**src/wwd_pkg.sv**
```systemverilog
/*
 * wwd_pkg: constants for the windowed watchdog block.
 * assumes: apb register bus with 32-bit data, byte addresses, 20 MHz core clock.
 */
`default_nettype none
package wwd_pkg;
    // register byte offsets
    localparam logic [7:0] WWD_OFS_CTRL    = 8'h00;
    localparam logic [7:0] WWD_OFS_RELOAD  = 8'h04;
    localparam logic [7:0] WWD_OFS_FEED    = 8'h08;
    localparam logic [7:0] WWD_OFS_COUNT   = 8'h0C;
    localparam logic [7:0] WWD_OFS_WARN    = 8'h10;
    localparam logic [7:0] WWD_OFS_WINDOW  = 8'h14;
    localparam logic [7:0] WWD_OFS_STATUS  = 8'h18;
    localparam logic [7:0] WWD_OFS_IRQ_EN  = 8'h1C;
    localparam logic [7:0] WWD_OFS_IRQ_CLR = 8'h20;
    // control field positions
    localparam int WWD_CTL_ENABLE  = 0;
    localparam int WWD_CTL_RESET   = 1;
    localparam int WWD_CTL_PROTECT = 2;
    localparam int WWD_CTL_SLEEP   = 3;
    localparam int WWD_CTL_DEBUG   = 4;
    localparam int WWD_CTL_BITS    = 5;
    // status field positions
    localparam int WWD_ST_TIMEOUT  = 0;
    localparam int WWD_ST_WARN     = 1;
    localparam int WWD_ST_BADFEED  = 2;
    localparam int WWD_ST_WDRESET  = 3;
    localparam int WWD_ST_BITS     = 4;
    // counter geometry and reset values
    localparam int          WWD_CNT_W       = 24;
    localparam logic [23:0] WWD_CNT_MIN     = 24'h000100;
    localparam logic [23:0] WWD_RELOAD_RST  = 24'hFFFFFF;
    localparam logic [23:0] WWD_WINDOW_RST  = 24'hFFFFFF;
    localparam logic [9:0]  WWD_WARN_RST    = 10'h000;
    localparam logic [1:0]  WWD_PRESCALE    = 2'h3;
    // feed keys
    localparam logic [7:0]  WWD_KEY_FIRST   = 8'hAA;
    localparam logic [7:0]  WWD_KEY_SECOND  = 8'h55;
endpackage
`default_nettype wire

```
**src/wwd_sync.sv**
```systemverilog
/*
 * wwd_sync: two-flop synchroniser for one level.
 * assumes: input may change at any time relative to core_clk.
 */
`timescale 1ns/1ps
`default_nettype none
module wwd_sync (
    // clock and reset
    input  wire logic core_clk,
    input  wire logic rst,
    // level in and out
    input  wire logic async_in,
    output logic      sync_out
);
    logic meta_q;
    logic meta_d;
    logic sync_q;
    logic sync_d;

    // first flop only feeds the second
    always_comb begin
        meta_d = async_in;
        sync_d = meta_q;
    end

    always_ff @(posedge core_clk) begin
        if (rst) begin
            meta_q <= 1'b0;
            sync_q <= 1'b0;
        end else begin
            meta_q <= meta_d;
            sync_q <= sync_d;
        end
    end

    assign sync_out = sync_q;
endmodule
`default_nettype wire

```
**src/wwd_top.sv**
```systemverilog
/*
 * wwd_top: windowed watchdog with apb registers, warning and fault interrupts.
 * assumes: watchdog_clock is a slow pin clock, sampled here as an ordinary
 * input; sleep and debug-halt levels come from outside the core clock domain.
 */
// The register addresses and register access over APB were left to the implementer.
// How it works
// - when enabled, countdown expiry without feed asserts chip reset output.
// - reset-select bit clear turns the watchdog event into an interrupt instead.
// - with window below reload, a feed while count above window is a fault.
// - warning interrupt flags on the tick that moves count down from the warning value.
// - 24-bit counter decrements once per four watchdog clock edges.
// - reload values below 256 are raised to 256; steps of four clocks.
// - enable bit is set-only; only reset or watchdog reset clears it.
// - an incorrect feed sequence fires the watchdog event at once.
// - with protect set, reload writes are ignored until warning point reached.
// - a sticky flag records that the watchdog issued a reset.
// - sleep-run bit lets counting continue while deep sleep is active.
`timescale 1ns/1ps
`default_nettype none
module wwd_top
    import wwd_pkg::*;
(
    // clock and reset
    input  wire logic        core_clk,
    input  wire logic        rst,
    // apb slave
    input  wire logic        psel,
    input  wire logic        penable,
    input  wire logic        pwrite,
    input  wire logic [7:0]  paddr,
    input  wire logic [31:0] pwdata,
    output logic      [31:0] prdata,
    output logic             pready,
    output logic             pslverr,
    // watchdog clock and power state pins
    input  wire logic        watchdog_clock,
    input  wire logic        deep_sleep,
    input  wire logic        debug_halt,
    // results
    output logic             wdt_reset_req,
    output logic             irq
);
    // synchronised pin levels
    logic wclk_s;
    logic sleep_s;
    logic halt_s;

    wwd_sync u_sync_clk (
        .core_clk (core_clk),
        .rst      (rst),
        .async_in (watchdog_clock),
        .sync_out (wclk_s)
    );
    wwd_sync u_sync_sleep (
        .core_clk (core_clk),
        .rst      (rst),
        .async_in (deep_sleep),
        .sync_out (sleep_s)
    );
    wwd_sync u_sync_halt (
        .core_clk (core_clk),
        .rst      (rst),
        .async_in (debug_halt),
        .sync_out (halt_s)
    );

    // state
    logic [WWD_CTL_BITS-1:0] ctrl_q,   ctrl_d;
    logic [WWD_CNT_W-1:0]    reload_q, reload_d;
    logic [WWD_CNT_W-1:0]    cnt_q,    cnt_d;
    logic [WWD_CNT_W-1:0]    window_q, window_d;
    logic [9:0]              warn_q,   warn_d;
    logic [WWD_ST_BITS-1:0]  stat_q,   stat_d;
    logic [WWD_ST_BITS-1:0]  ien_q,    ien_d;
    logic [1:0]              pre_q,    pre_d;
    logic                    wclk_q,   wclk_d;
    logic                    armed_q,  armed_d;
    logic                    rreq_q,   rreq_d;
    logic [31:0]             rdata_q,  rdata_d;
    logic                    warned_q, warned_d;

    // decoded bus strobes and watchdog events
    logic wr_stb;
    logic rd_stb;
    logic tick;
    logic feed_ok;
    logic feed_bad;
    logic expire;
    logic event_fire;
    logic run;
    logic mapped;

    // no wait states: pready always high; read data is latched in the
    // setup cycle so that it stands from a flop through the access cycle
    assign pready  = 1'b1;
    assign wr_stb  = psel && penable && pwrite;
    assign rd_stb  = psel && !penable && !pwrite;
    assign pslverr = psel && penable && !mapped;
    assign prdata  = rdata_q;

    // address decode; unmapped offsets answer with pslverr
    always_comb begin
        unique case (paddr)
            WWD_OFS_CTRL, WWD_OFS_RELOAD, WWD_OFS_FEED, WWD_OFS_COUNT,
            WWD_OFS_WARN, WWD_OFS_WINDOW, WWD_OFS_STATUS, WWD_OFS_IRQ_EN,
            WWD_OFS_IRQ_CLR: mapped = 1'b1;
            default:         mapped = 1'b0;
        endcase
    end

    // counter advances when enabled, not halted while the debug bit is set, not sleeping unless allowed
    assign run = ctrl_q[WWD_CTL_ENABLE]
               && !(halt_s && ctrl_q[WWD_CTL_DEBUG])
               && !(sleep_s && !ctrl_q[WWD_CTL_SLEEP]);
    // one tick per four rising watchdog clock edges
    assign tick = run && wclk_s && !wclk_q && (pre_q == WWD_PRESCALE);

    // feed decode: second key right after first key, any other access breaks it
    // faults only count while enabled; feeds while disabled just load
    assign feed_ok  = wr_stb && paddr == WWD_OFS_FEED && armed_q
                    && pwdata[7:0] == WWD_KEY_SECOND;
    assign feed_bad = ctrl_q[WWD_CTL_ENABLE] && psel && penable && (
                      (armed_q && !feed_ok)
                    || (wr_stb && paddr == WWD_OFS_FEED && !armed_q
                        && pwdata[7:0] != WWD_KEY_FIRST)
                    || (feed_ok && cnt_q > window_q));
    // expiry is seen only on a tick, so the zero count lasts one full tick
    assign expire     = tick && cnt_q == '0;
    assign event_fire = expire || feed_bad;

    // register and counter next state
    always_comb begin
        ctrl_d   = ctrl_q;
        reload_d = reload_q;
        cnt_d    = cnt_q;
        window_d = window_q;
        warn_d   = warn_q;
        stat_d   = stat_q;
        ien_d    = ien_q;
        pre_d    = pre_q;
        wclk_d   = wclk_s;
        armed_d  = armed_q;
        rreq_d   = 1'b0;
        rdata_d  = rdata_q;
        warned_d = warned_q;
        // prescaler counts watchdog clock edges while running
        if (run && wclk_s && !wclk_q) begin
            pre_d = pre_q + 2'h1;
        end
        if (tick && cnt_q != '0) begin
            cnt_d = cnt_q - 24'h000001;
        end
        // warning point reached: flag and open reload protection
        if (tick && cnt_q[23:10] == '0 && cnt_q[9:0] == warn_q) begin
            stat_d[WWD_ST_WARN] = 1'b1;
            warned_d            = 1'b1;
        end
        // feed key tracking
        if (psel && penable) begin
            armed_d = wr_stb && paddr == WWD_OFS_FEED && !armed_q
                    && pwdata[7:0] == WWD_KEY_FIRST;
        end
        if (wr_stb) begin
            unique case (paddr)
                WWD_OFS_CTRL: begin
                    // enable is set-only once written
                    ctrl_d = pwdata[WWD_CTL_BITS-1:0]
                           | {{(WWD_CTL_BITS-1){1'b0}}, ctrl_q[WWD_CTL_ENABLE]};
                    if (ctrl_q[WWD_CTL_ENABLE]) begin
                        ctrl_d[WWD_CTL_RESET]   = ctrl_q[WWD_CTL_RESET] | pwdata[WWD_CTL_RESET];
                        ctrl_d[WWD_CTL_PROTECT] = ctrl_q[WWD_CTL_PROTECT]
                                                | pwdata[WWD_CTL_PROTECT];
                    end
                end
                WWD_OFS_RELOAD: begin
                    // short values are clamped rather than refused
                    if (!ctrl_q[WWD_CTL_PROTECT] || warned_q) begin
                        reload_d = (pwdata[23:0] < WWD_CNT_MIN) ? WWD_CNT_MIN
                                                                 : pwdata[23:0];
                    end
                end
                WWD_OFS_WARN:    warn_d   = pwdata[9:0];
                WWD_OFS_WINDOW:  window_d = pwdata[23:0];
                WWD_OFS_IRQ_EN:  ien_d    = pwdata[WWD_ST_BITS-1:0];
                WWD_OFS_IRQ_CLR: stat_d   = stat_d & ~pwdata[WWD_ST_BITS-1:0];
                default: ;
            endcase
        end
        // a valid feed reloads the counter; feeds also accepted while disabled
        if (feed_ok && !feed_bad) begin
            cnt_d    = reload_d;
            pre_d    = 2'h0;
            warned_d = 1'b0;
        end
        // hardware sets win over a same-cycle clear
        if (expire)   stat_d[WWD_ST_TIMEOUT] = 1'b1;
        if (feed_bad) stat_d[WWD_ST_BADFEED] = 1'b1;
        if (tick && cnt_q[23:10] == '0 && cnt_q[9:0] == warn_q) begin
            stat_d[WWD_ST_WARN] = 1'b1;
        end
        // one request per event; the request cycle itself starts no second one
        if (event_fire && ctrl_q[WWD_CTL_RESET] && !rreq_q) begin
            stat_d[WWD_ST_WDRESET] = 1'b1;
            rreq_d                 = 1'b1;
        end
        // registered read data
        if (rd_stb) begin
            unique case (paddr)
                WWD_OFS_CTRL:   rdata_d = {27'h0, ctrl_q};
                WWD_OFS_RELOAD: rdata_d = {8'h00, reload_q};
                WWD_OFS_COUNT:  rdata_d = {8'h00, cnt_q};
                WWD_OFS_WARN:   rdata_d = {22'h0, warn_q};
                WWD_OFS_WINDOW: rdata_d = {8'h00, window_q};
                WWD_OFS_STATUS: rdata_d = {28'h0, stat_q};
                WWD_OFS_IRQ_EN: rdata_d = {28'h0, ien_q};
                default:        rdata_d = 32'h0;
            endcase
        end
    end

    // all state but status and rreq_q; a watchdog reset request clears it like rst
    always_ff @(posedge core_clk) begin
        if (rst || rreq_q) begin
            ctrl_q   <= '0;
            reload_q <= WWD_RELOAD_RST;
            cnt_q    <= WWD_RELOAD_RST;
            window_q <= WWD_WINDOW_RST;
            warn_q   <= WWD_WARN_RST;
            ien_q    <= '0;
            pre_q    <= 2'h0;
            // follow the pin so that leaving reset makes no false edge
            wclk_q   <= wclk_s;
            armed_q  <= 1'b0;
            rdata_q  <= 32'h0;
            warned_q <= 1'b0;
        end else begin
            ctrl_q   <= ctrl_d;
            reload_q <= reload_d;
            cnt_q    <= cnt_d;
            window_q <= window_d;
            warn_q   <= warn_d;
            ien_q    <= ien_d;
            pre_q    <= pre_d;
            wclk_q   <= wclk_d;
            armed_q  <= armed_d;
            rdata_q  <= rdata_d;
            warned_q <= warned_d;
        end
    end

    // status survives a watchdog reset so software sees its cause
    always_ff @(posedge core_clk) begin
        if (rst) begin
            stat_q <= '0;
            rreq_q <= 1'b0;
        end else begin
            stat_q <= stat_d;
            rreq_q <= rreq_d;
        end
    end

    // interrupt mode when reset select is clear
    // the level stays up until software clears the status bit
    assign irq = |(stat_q & ien_q);
    assign wdt_reset_req = rreq_q;
endmodule
`default_nettype wire

```
**config.mk**
```make
export PLATFORM = sky130hd
export DESIGN_NAME = wwd_top
export DESIGN_NICKNAME = d
export VERILOG_FILES = /design/src/wwd_pkg.sv /design/src/wwd_sync.sv /design/src/wwd_top.sv
export SDC_FILE = /design/constraint.sdc
export NUM_CORES = 1
export LEC_CHECK = 0
export ABC_CLOCK_PERIOD_IN_PS = 4800
export BUFFER_PORTS_ARGS = -buffer_cell sky130_fd_sc_hd__buf_2
export CORE_UTILIZATION = 55
export CTS_BUF_LIST = sky130_fd_sc_hd__clkbuf_8
export CTS_CLUSTER_DIAMETER = 30
export CTS_CLUSTER_SIZE = 25
export DETAILED_ROUTE_END_ITERATION = 16
export PLACE_DENSITY = 0.77
export SYNTH_ARGS = -nofsm -noshare
export SYNTH_HDL_FRONTEND = slang
export SYNTH_SLANG_ARGS = --single-unit
```
**constraint.sdc**
```tcl
create_clock -name core_clk -period 4.8 [get_ports core_clk]
set_input_delay 0.72 -clock core_clk [delete_from_list [all_inputs] [get_ports core_clk]]
set_output_delay 0.72 -clock core_clk [all_outputs]
set_load 0.01 [all_outputs]
```
==> impl_results.md, run 1 <==
* Met1 Use GR at a little over two fifths
* Critical path data required time at roughly 5.2 ns
* Pwr Total at ~2100 uW
* 1st-pass router iterations at 5
* Max-cap violations at 0
* Drt first-iter violations at between 800 and 900
* Synth Register Bits at 131
* Fin crit share at 66.2%
* Peak VDD IR at around 0.00015 V
* Synth async-reset ratio at 0%
* Worst Path Max Fanout at 27
* Routed wire length per instance at 19.1 um
* Worst Path Arrival at between 3 and 4 ns
* Post-CTS setup buffers at 0
* Unrepaired setup endpoints after global routing: false
* Final Max Slew Viols at 0
* Worst-path clk slew at around 0.08 ns
* Antenna violations before repair at 0
* Fin Clk Skew at 0.0113 ns
* Maximum clock path buffer count at 2
* Placed Instances at around 1,000
* # setup viols final at 0
* Unique masters post-synth at between 60 and 70
* Pin count of the biggest net entering global routing at 59
* PostCTS Resize Cnt at 0
* Seq/Total Area, Yosys at between 30% and 40%
* CP Launch Type: flop
* GRT overflow at 0
* DR DRC count at 0
* P_leak at between 0.003 and 0.004 uW
* Crit-path max cell delay at ~0.90 ns
* GRT busiest layer: met2
* Share of cells above drive strength 1 at roughly 17%
* Post-synth EDFFs at 0
* Global-route wire length before repair at between 30 and 40 mm
* IO Pins at between 80 and 90
* Worst path cell trace: ha_1 > a21oi_1 > a31oi_1 > o31ai_1 > nand3_1 > a21boi_4 > mux2_2
* CTS buffer count at 17
* ANT cells at 0
* GRT met3 Usage at 6.06%
* DP Wirelength at 13.9 mm
* NumNets Final at roughly 950
* Core Rows at 40
* Avg Cell Area, Syn at about 8.4 um^2
* Core area at 12,200 um^2
* Pwr per Cell Area at between 200 and 300 nW/um^2
* Die area at 13,200 um^2
* RePlAce Congestion at about 0.89
* Die height at between 100 and 150 um
* I/O Buffers at 66
* Clock latency on the worst-skew pair at 0.46 ns
* Final number of hold-violating endpoints at 0
* Setup TNS at 0 ns
* Area growth, synth to finish at 10.4%
* Post-Syn Area at 7020 um^2
* Clock H-tree levels at 4
* CP Capture Type: flop
* Warning count from the yosys run at 0
* Drt via density at between 6 and 7
* Met2 Usage GRT at between 40 and 50%
* Clock root buffer: clkbuf_8
* Relative slew slack at 21.5%
* Post-CTS Hold Buffers at 0
* Initial core utilization at roughly 57%
* Final setup margin at between 1.5 and 2 ns
* Antenna-violating nets left at 0
* GRT Overall Usage at between 30% and 40%
* Non-filler instance count after layout at roughly 1,100
* Post-Syn Instances at about 840
* Hold Path Class: reg2reg
* CP Class: reg2reg
* Slew @ Worst Pin at 1.17 ns
* Max Fclk at 315 MHz
* Outcome: completed
* Time the worst path needs with I/O delays and setup at between 3 and 4 ns
* Vias in the first global route at between 6,000 and 7,000
* Die Span X at roughly 110 um
* Final wirelength at between 20 and 25 mm
* CTS tree: done
* Post-place setup slack at about 1.4 ns
* Slowest cell on crit path: a21boi_4
* Main flop type after synthesis: dfxtp_1
* Routed vias at ~6,600
* Clk sinks at roughly 130
worst max-delay path, delay by kind of cell, from the launching register on:
family / cells / cell delay (ns)
and+or+nand+nor: 1 / 0.27
DFF: 1 / 0.54
AOI/OAI and AO/OA: 4 / 1.50
muxes: 1 / 0.43
adders and majority gates: 1 / 0.34
where the power goes:
part           internal (uW)  switching, uW
logic                   32.3           76.6
clock network            481            470
registers               1090           1.21
kinds of logic (layout without fill, tap and decap cells):
logic type               after synthesis  count (layout)  synth area share (%)
XOR/XNOR                              19              19                  2.37
AO/OA/AOI/OAI                        192             192                  17.6
AND/OR/NAND/NOR                      319             319                  23.2
buffers and inverters                 92             134                  5.85
other                                  2               9                 0.107
adder cells (fa/ha/maj)               26              26                  4.64
multiplexers                          54              54                  8.84
flip-flops                           131             131                  37.4
routing by layer:
| metal | part of all wire [%] | vias to the layer above |
|---|---|---|
| li1 | - | 3081 |
| met1 | 43 | 3157 |
| met2 | 46 | 344 |
| met3 | 8.9 | 43 |
| met4 | 2.0 | 0 |
| met5 | 0 | - |
per-stage QoR:
stage               area, um^2  util, %  hold WS, ns
floorplan                 7040        -        0.351
global route              7750     63.4        0.390
finish                    7750     63.4        0.378
CTS                       7750     63.4        0.382
global placement          7350     60.2        0.359
detailed placement        7350     60.2        0.370
Yosys cell counts (all sizes together) (10+ instances only):
cell      n  area share (%)
dfxtp   131              37
nand2   107             5.7
nand3    64             4.6
a21oi    60             4.3
nor2     48             2.6
o21ai    40             2.9
a22oi    36             3.9
clkbuf   32             1.7
buf      30             2.5
inv      30             1.6
o211ai   28             3.0
ha       26             4.6
mux2i    26             3.7
mux2     24             3.9
nor3     19             1.6
nor4     17             2.2
nand4    13             1.2
xnor2    12             1.5
nor2b    10            0.89
placed cells by master, fill, tap and decap left out, types with 28 or more instances in the layout:
master and instances:
o21ai_0 38, o211ai_1 28, a22oi_1 36, nor2_1 47
inv_1 31, nand3_1 64, a21oi_1 60, nand2_1 107
buf_2 66, dfxtp_1 131
final timing paths:
path | slack [ns] | from | cells after the start | endpoint
worst min-delay path | 0.38 | u_sync_clk.sync_out | 0 | wclk_q
worst max-delay path | 1.62 | cnt_q[3] | 7 | cnt_q[7]
worst min register to register | 0.38 | u_sync_clk.sync_out | 0 | wclk_q
worst max register to register | 1.62 | cnt_q[3] | 7 | cnt_q[7]
area by class of cell:
class,count,area [um^2]
flip-flops and latches,131,2620
fillers,1102,4470
clock buffers,18,248
inverters,30,113
well taps,168,210
repair buffers,72,375
clock inverters,14,153
multi-input cells,619,4030
registers in the layout, summed over array words and instances (netlist names), 2 cells and up:
signal,count
stat_q,4
ien_q,4
cnt_q,24
reload_q,24
prdata,24
pre_q,2
warn_q,10
ctrl_q,5
window_q,24
Power figures use the tool's default switching activity.
==> run 2, diff against run 1 <==
--- a/config.mk
+++ b/config.mk
@@ -5,14 +5,14 @@
 export SDC_FILE = /design/constraint.sdc
 export NUM_CORES = 1
 export LEC_CHECK = 0
-export ABC_CLOCK_PERIOD_IN_PS = 4800
+export ABC_CLOCK_PERIOD_IN_PS = 2900
 export BUFFER_PORTS_ARGS = -buffer_cell sky130_fd_sc_hd__buf_2
 export CORE_UTILIZATION = 55
 export CTS_BUF_LIST = sky130_fd_sc_hd__clkbuf_8
 export CTS_CLUSTER_DIAMETER = 30
 export CTS_CLUSTER_SIZE = 25
 export DETAILED_ROUTE_END_ITERATION = 16
-export PLACE_DENSITY = 0.77
+export PLACE_DENSITY = 0.8
 export SYNTH_ARGS = -nofsm -noshare
 export SYNTH_HDL_FRONTEND = slang
 export SYNTH_SLANG_ARGS = --single-unit
==> constraint.sdc (replaced) <==
create_clock -name core_clk -period 2.9 [get_ports core_clk]
set_input_delay 0.435 -clock core_clk [delete_from_list [all_inputs] [get_ports core_clk]]
set_output_delay 0.435 -clock core_clk [all_outputs]
set_load 0.01 [all_outputs]
==> run 2 against run 1 <==
Against the previous run:
- global-route usage shrank 1.5 points
- via count shrank 0.83%
- cell area grew 2.4%
- critical path type unchanged
- critical endpoint is now cnt_q[11]
- largest cell class unchanged
- largest power group unchanged
==> impl_results.md, run 2 (synthesized netlist as in run 1, its figures left out) <==
* CTS buffer count at 17 (unchanged)
* CP Class: reg2reg
* Hold Path Class: in2reg
* Worst Path Max Fanout at 27 (unchanged)
* Clk sinks at 131 (unchanged)
* Post-CTS setup buffers at 0 (unchanged)
* Hold Path Origin: debug_halt
* Die height at 115 um (unchanged)
* Vias in the first global route at 5,904 (-5.4%)
* Final hold slack at 0.195 ns (-0.183 ns)
* RePlAce Congestion at 0.890 (+0.42%)
* Antenna-violating nets left at 0 (unchanged)
* Initial core utilization at 57.5% (unchanged)
* Relative slew slack at 51.2% (+30 points)
* Clock H-tree levels at 4 (unchanged)
* Fin crit share at 91.6% (+25 points)
* # setup viols final at 0 (unchanged)
* DP Wirelength at 13.2 mm (-5.3%)
* CP Launch Type: flop
* P_leak at 0.00317 uW (+3.7%)
* Reg2reg setup slack at 0.24 ns (-1.38 ns)
* Uppermost layer routed: met4
* Non-filler instance count after layout at 1,068 (+1.5%)
* 1st-pass router iterations at 6 (+1)
* R2r endpoint: cnt_q[11]
* Met1 WL at 8.43 mm (-2.3%)
* Max Fclk at 377 MHz (+20%)
* I/O Buffers at 66 (unchanged)
* Global-route wire length before repair at 30.8 mm (-4.7%)
* Share of cells above drive strength 1 at 18.2% (+1.3 points)
* Most frequent cells in the layout: dfxtp_1 (131), nand2_1 (107), buf_2 (66)
* Routed vias at 6,570 (-0.83%)
* NumNets Final at 961 (+1.7%)
* Core Rows at 40 (unchanged)
* Unrepaired setup endpoints after global routing: false
* Drt via density at 6.15 (-2.3%)
* Time the worst path needs with I/O delays and setup at 2.66 ns (-0.523 ns)
* Pwr per Cell Area at 456 nW/um^2 (+64%)
* Post-CTS Hold Buffers at 0 (unchanged)
* PostCTS Resize Cnt at 0 (unchanged)
* Core area at 12,200 um^2 (unchanged)
* Die area at 13,200 um^2 (unchanged)
* DP Area at 7520 um^2 (+2.3%)
* CP Capture Type: flop
* Slew @ Worst Pin at 0.728 ns (-0.441 ns)
* WL met3 at 1.89 mm (+5.8%)
* Final number of hold-violating endpoints at 0 (unchanged)
* Area growth, synth to finish at 13.0%
* Worst Path Arrival at 2.99 ns (-0.54 ns)
* Finished Cell Area at 7930 um^2 (+2.4%)
* GRT overflow at 0 (unchanged)
* CTS tree: done
* R2R cell count at 8 (+1)
* Worst r2r src: window_q[23]
* IO Pins at 84 (unchanged)
* Antenna violations before repair at 0 (unchanged)
* Commonest non-fill, non-tap cell in the layout: dfxtp_1
* GRT Overall Usage at 30.3% (-1.5 points)
* Clock root buffer: clkbuf_8
* Maximum clock path buffer count at 2 (unchanged)
* Fin Clk Skew at 0.00660 ns (-0.00472 ns)
* WHS Endpoint: u_sync_halt.meta_q
* Pin count of the biggest net entering global routing at 74 (+25%)
* Die Span X at 115 um (unchanged)
* Worst-path clk slew at 0.07 ns (about the same)
* Worst hold path depth at 2 (+2)
* Final core utilization at 64.9% (+1.5 points)
* Critical path data required time at 3.23 ns (-1.92 ns)
* Max-cap violations at 0 (unchanged)
* DR WL met2 at 8.27 mm (-10%)
* DR DRC count at 0 (unchanged)
* Placed Instances at 1,036 (+1.6%)
* Routed wire length per instance at 18.0 um (-5.4%)
* Setup TNS at 0 ns (unchanged)
* Final Max Slew Viols at 0 (unchanged)
* Final wirelength at 19.2 mm (-4.0%)
* Peak VDD IR at 0.000374 V (+150%)
* Drt first-iter violations at 833 (-1.2%)
* ANT cells at 0 (unchanged)
* Clock latency on the worst-skew pair at 0.45 ns (about the same)
* Fillers at 1,037 (-5.9%)
* Outcome: completed
==> run 2: metrics by stage <==
step	setup slack, ns	total power [uW]
2_1_floorplan	0.590	1950
3_3_place_gp	0.382	2030
3_5_place_dp	0.345	2030
4_1_cts	0.304	3610
5_1_grt	0.123	3710
6_report	0.245	3620
==> run 2: critical path, cell delays in order, from the launching register on <==
cell	delay (ns)
dfxtp_1	0.34
inv_1	0.06
ha_1	0.31
nand4_1	0.23
nor4_1	0.52
a21oi_1	0.26
a21boi_4	0.21
buf_12	0.22
mux2_2	0.37
==> run 2: cell type report <==
type                    instances  area [um^2]  area share, %
multi-input cells             619         4030           50.8
flip-flops and latches        131         2620           33.1
repair buffers                 88          546           6.88
clock buffers                  20          275           3.47
well taps                     168          210           2.65
clock inverters                12          139           1.75
inverters                      30          113           1.42
==> run 2: routing by layer <==
layer,global-route usage [%],vias up
met2,44.5,328
met5,0,-
li1,-,3124
met1,42.8,3057
met4,13.2,0
met3,6.43,61
==> run 2: worst max path at each step <==
stage | from | endpoint | slack [ns] | depth (start not counted)
2_1_floorplan | paddr[1] | cnt_q[11] | 0.59 | 7
5_1_grt | window_q[23] | cnt_q[11] | 0.12 | 8
4_1_cts | window_q[23] | cnt_q[11] | 0.30 | 8
6_report | window_q[23] | cnt_q[11] | 0.24 | 8
3_5_place_dp | window_q[23] | cnt_q[22] | 0.35 | 8
3_3_place_gp | paddr[1] | cnt_q[22] | 0.38 | 8
==> run 2: power by group <==
part	leakage (uW)	total [uW]	internal (uW)	switching (uW)
clock	0.000220	1630	906	722
sequential	0.00106	1800	1800	1.96
combinational	0.00189	186	58.6	128
total	0.00317	3620	2770	852
==> run 3, diff against run 2 <==
--- a/config.mk
+++ b/config.mk
@@ -7,6 +7,7 @@
 export LEC_CHECK = 0
 export ABC_CLOCK_PERIOD_IN_PS = 2900
 export BUFFER_PORTS_ARGS = -buffer_cell sky130_fd_sc_hd__buf_2
+export CORE_ASPECT_RATIO = 1.2
 export CORE_UTILIZATION = 55
 export CTS_BUF_LIST = sky130_fd_sc_hd__clkbuf_8
 export CTS_CLUSTER_DIAMETER = 30
==> constraint.sdc (replaced) <==
create_clock -name core_clk -period 2.9 [get_ports core_clk]
set_input_delay 0.58 -clock core_clk [delete_from_list [all_inputs] [get_ports core_clk]]
set_output_delay 0.58 -clock core_clk [all_outputs]
set_load 0.01 [all_outputs]
==> run 3 against run 2 <==
Against the previous run:
- clock skew grew 0.0011 ns
- critical path depth is the same
- global-route usage grew 0.086 points
- fmax grew 1.2%
- worst hold slack gained 0.13 ns
- critical endpoint is now cnt_q[4]
==> impl_results.md, run 3 (synthesized netlist as in run 1, its figures left out) <==
* # setup viols final at 0 (unchanged)
* Final number of hold-violating endpoints at 0 (unchanged)
* CP Launch Type: flop
* Clock root buffer: clkbuf_8
* Unrepaired setup endpoints after global routing: false
* Core Rows at 44 (+10%)
* DP Area at 7520 um^2 (about the same)
* Max-cap violations at 0 (unchanged)
* Routed vias at 6,630 (+0.91%)
* ANT cells at 0 (unchanged)
* Final Max Slew Viols at 0 (unchanged)
* Pwr per Cell Area at 462 nW/um^2 (+1.2%)
* Comb pwr share at 5.1% (about the same)
* Post-place setup slack at 0.266 ns (-0.0790 ns)
* Non-filler instance count after layout at 1,063 (-0.47%)
* Clock latency on the worst-skew pair at 0.46 ns (about the same)
* Final hold slack at 0.328 ns (+0.133 ns)
* DR WL met2 at 9.31 mm (+13%)
* NumNets Final at 963 (+0.21%)
* P_leak at 0.00318 uW (+0.34%)
* Relative slew slack at 26.2% (-25 points)
* Drt via density at 6.24 (+1.4%)
* Critical path data required time at 3.25 ns (+0.02 ns)
* Die Span X at 105 um (-8.6%)
* Max Fclk at 381 MHz (+1.2%)
* Time the worst path needs with I/O delays and setup at 2.62 ns (-0.0309 ns)
* Worst Path Max Fanout at 11 (-59%)
* Drt first-iter violations at 574 (-31%)
* Reg2reg setup slack at 0.28 ns (+0.03 ns)
* Slew @ Worst Pin at 1.11 ns (+0.379 ns)
* CP Class: reg2reg
* CP Capture Type: flop
* Finished Cell Area at 7960 um^2 (+0.30%)
* IO Pins at 84 (unchanged)
* Worst Path Arrival at 2.97 ns (-0.02 ns)
* RePlAce Congestion at 0.879 (-1.2%)
* Placed Instances at 1,031 (-0.48%)
* Sw frac at 23.4% (-0.19 points)
* Clock H-tree levels at 4 (unchanged)
* Crit-path max cell delay at 0.70 ns (+0.18 ns)
* Maximum clock path buffer count at 2 (unchanged)
* Pin count of the biggest net entering global routing at 74 (unchanged)
* Die area at 13,200 um^2 (about the same)
* I/O Buffers at 66 (unchanged)
* Peak VDD IR at 0.000496 V (+33%)
* Global-route wire length before repair at 31.5 mm (+2.2%)
* Area growth, synth to finish at 13.4%
* WL met3 at 1.25 mm (-34%)
* Die height at 126 um (+9.4%)
* Hold Path Class: in2reg
* DR DRC count at 0 (unchanged)
* Antenna violations before repair at 0 (unchanged)
* Worst path cell trace: inv_1 > ha_1 > nor2b_1 > nand4_2 > o21ai_1 > or3_1 > nand3_1 > mux2_2
* Most frequent cells in the layout: dfxtp_1 (131), nand2_1 (107), buf_2 (66)
* DP Wirelength at 13.5 mm (+2.6%)
* 1st-pass router iterations at 5 (-1)
* Slowest cell on crit path: o21ai_1
* Core area at 12,300 um^2 (+0.53%)
* CTS tree: done
* GRT Overall Usage at 30.4% (+0.086 points)
* Clock Power Share at 45.8% (+0.8 points)
* Outcome: completed
* Final setup margin at 0.276 ns (+0.0309 ns)
* Flop pwr share at 49.1% (-0.8 points)
* Worst-path clk slew at 0.07 ns (about the same)
* Final wirelength at 19.7 mm (+2.3%)
* PostCTS Resize Cnt at 0 (unchanged)
* Share of cells above drive strength 1 at 18.7% (+0.51 points)
* Post-CTS setup buffers at 0 (unchanged)
* Uppermost layer routed: met4
* P_sw at 858 uW (+0.72%)
* CTS buffer count at 17 (unchanged)
* Antenna-violating nets left at 0 (unchanged)
* Commonest non-fill, non-tap cell in the layout: dfxtp_1
* Initial core utilization at 57.2% (-0.30 points)
* Clk sinks at 131 (unchanged)
* Setup TNS at 0 ns (unchanged)
* Met1 WL at 8.18 mm (-2.9%)
* Vias in the first global route at 6,193 (+4.9%)
* Fin Clk Skew at 0.00775 ns (+0.00115 ns)
* Internal power at 2820 uW (+1.8%)
* Post-CTS Hold Buffers at 0 (unchanged)
* GRT overflow at 0 (unchanged)
* Routed wire length per instance at 18.5 um (+2.7%)
* Fin crit share at 90.5% (-1.1 points)
run 3: cell types whose count changed in the layout (fill, tap and decap cells not counted):
cell      before  now
clkbuf_8      20   22
inv_6          1    0
clkinv_2       2    4
inv_1         34   31
buf_4         18   20
run 3: worst max-delay path, delay by kind of cell, from the launching register on:
| kind | cells | cell delay [ns] |
|---|---|---|
| flip-flops | 1 | 0.38 |
| adder cells (fa/ha/maj) | 1 | 0.22 |
| AND/OR/NAND/NOR | 4 | 0.78 |
| multiplexers | 1 | 0.29 |
| buffers and inverters | 1 | 0.15 |
| AO/OA/AOI/OAI | 1 | 0.70 |
run 3: metrics by stage:
| stage | util [%] | total power [uW] |
|---|---|---|
| final | 64.8 | 3670 |
| after global routing | 64.8 | 3780 |
| after CTS | 64.8 | 3680 |
| after detailed placement | 61.3 | 2030 |
| after global placement | 61.3 | 2030 |
| after floorplan | - | 1950 |
run 3: path summary, 6_finish.rpt:
path                                     endpoint  cells past startpoint                 from
worst max-delay path                     cnt_q[4]                      8             cnt_q[0]
worst max register to register           cnt_q[4]                      8             cnt_q[0]
worst min register to register             wclk_q                      0  u_sync_clk.sync_out
worst min-delay path            u_sync_clk.meta_q                      2       watchdog_clock
run 3: layout make-up:
type / count / area (um^2)
Fill cell: 1081 / 4320
Multi-Input combinational cell: 619 / 4030
Sequential cell: 131 / 2620
Timing Repair Buffer: 90 / 561
Clock buffer: 22 / 303
Tap cell: 161 / 201
Clock inverter: 10 / 129
Inverter: 30 / 113
run 3: power groups by stage:
stage / combinational [uW] / clock (uW) / sequential (uW)
6_report: 186 / 1680 / 1800
5_1_grt: 196 / 1780 / 1800
3_5_place_dp: 182 / 0 / 1850
4_1_cts: 183 / 1690 / 1800
3_3_place_gp: 180 / 0 / 1850
2_1_floorplan: 104 / 0 / 1850
run 3: routing by layer:
| layer | vias up | track usage, % |
|---|---|---|
| met4 | 0 | 17.2 |
| met5 | - | 0 |
| met2 | 298 | 50.1 |
| li1 | 3126 | - |
| met3 | 56 | 6.00 |
| met1 | 3150 | 36.9 |
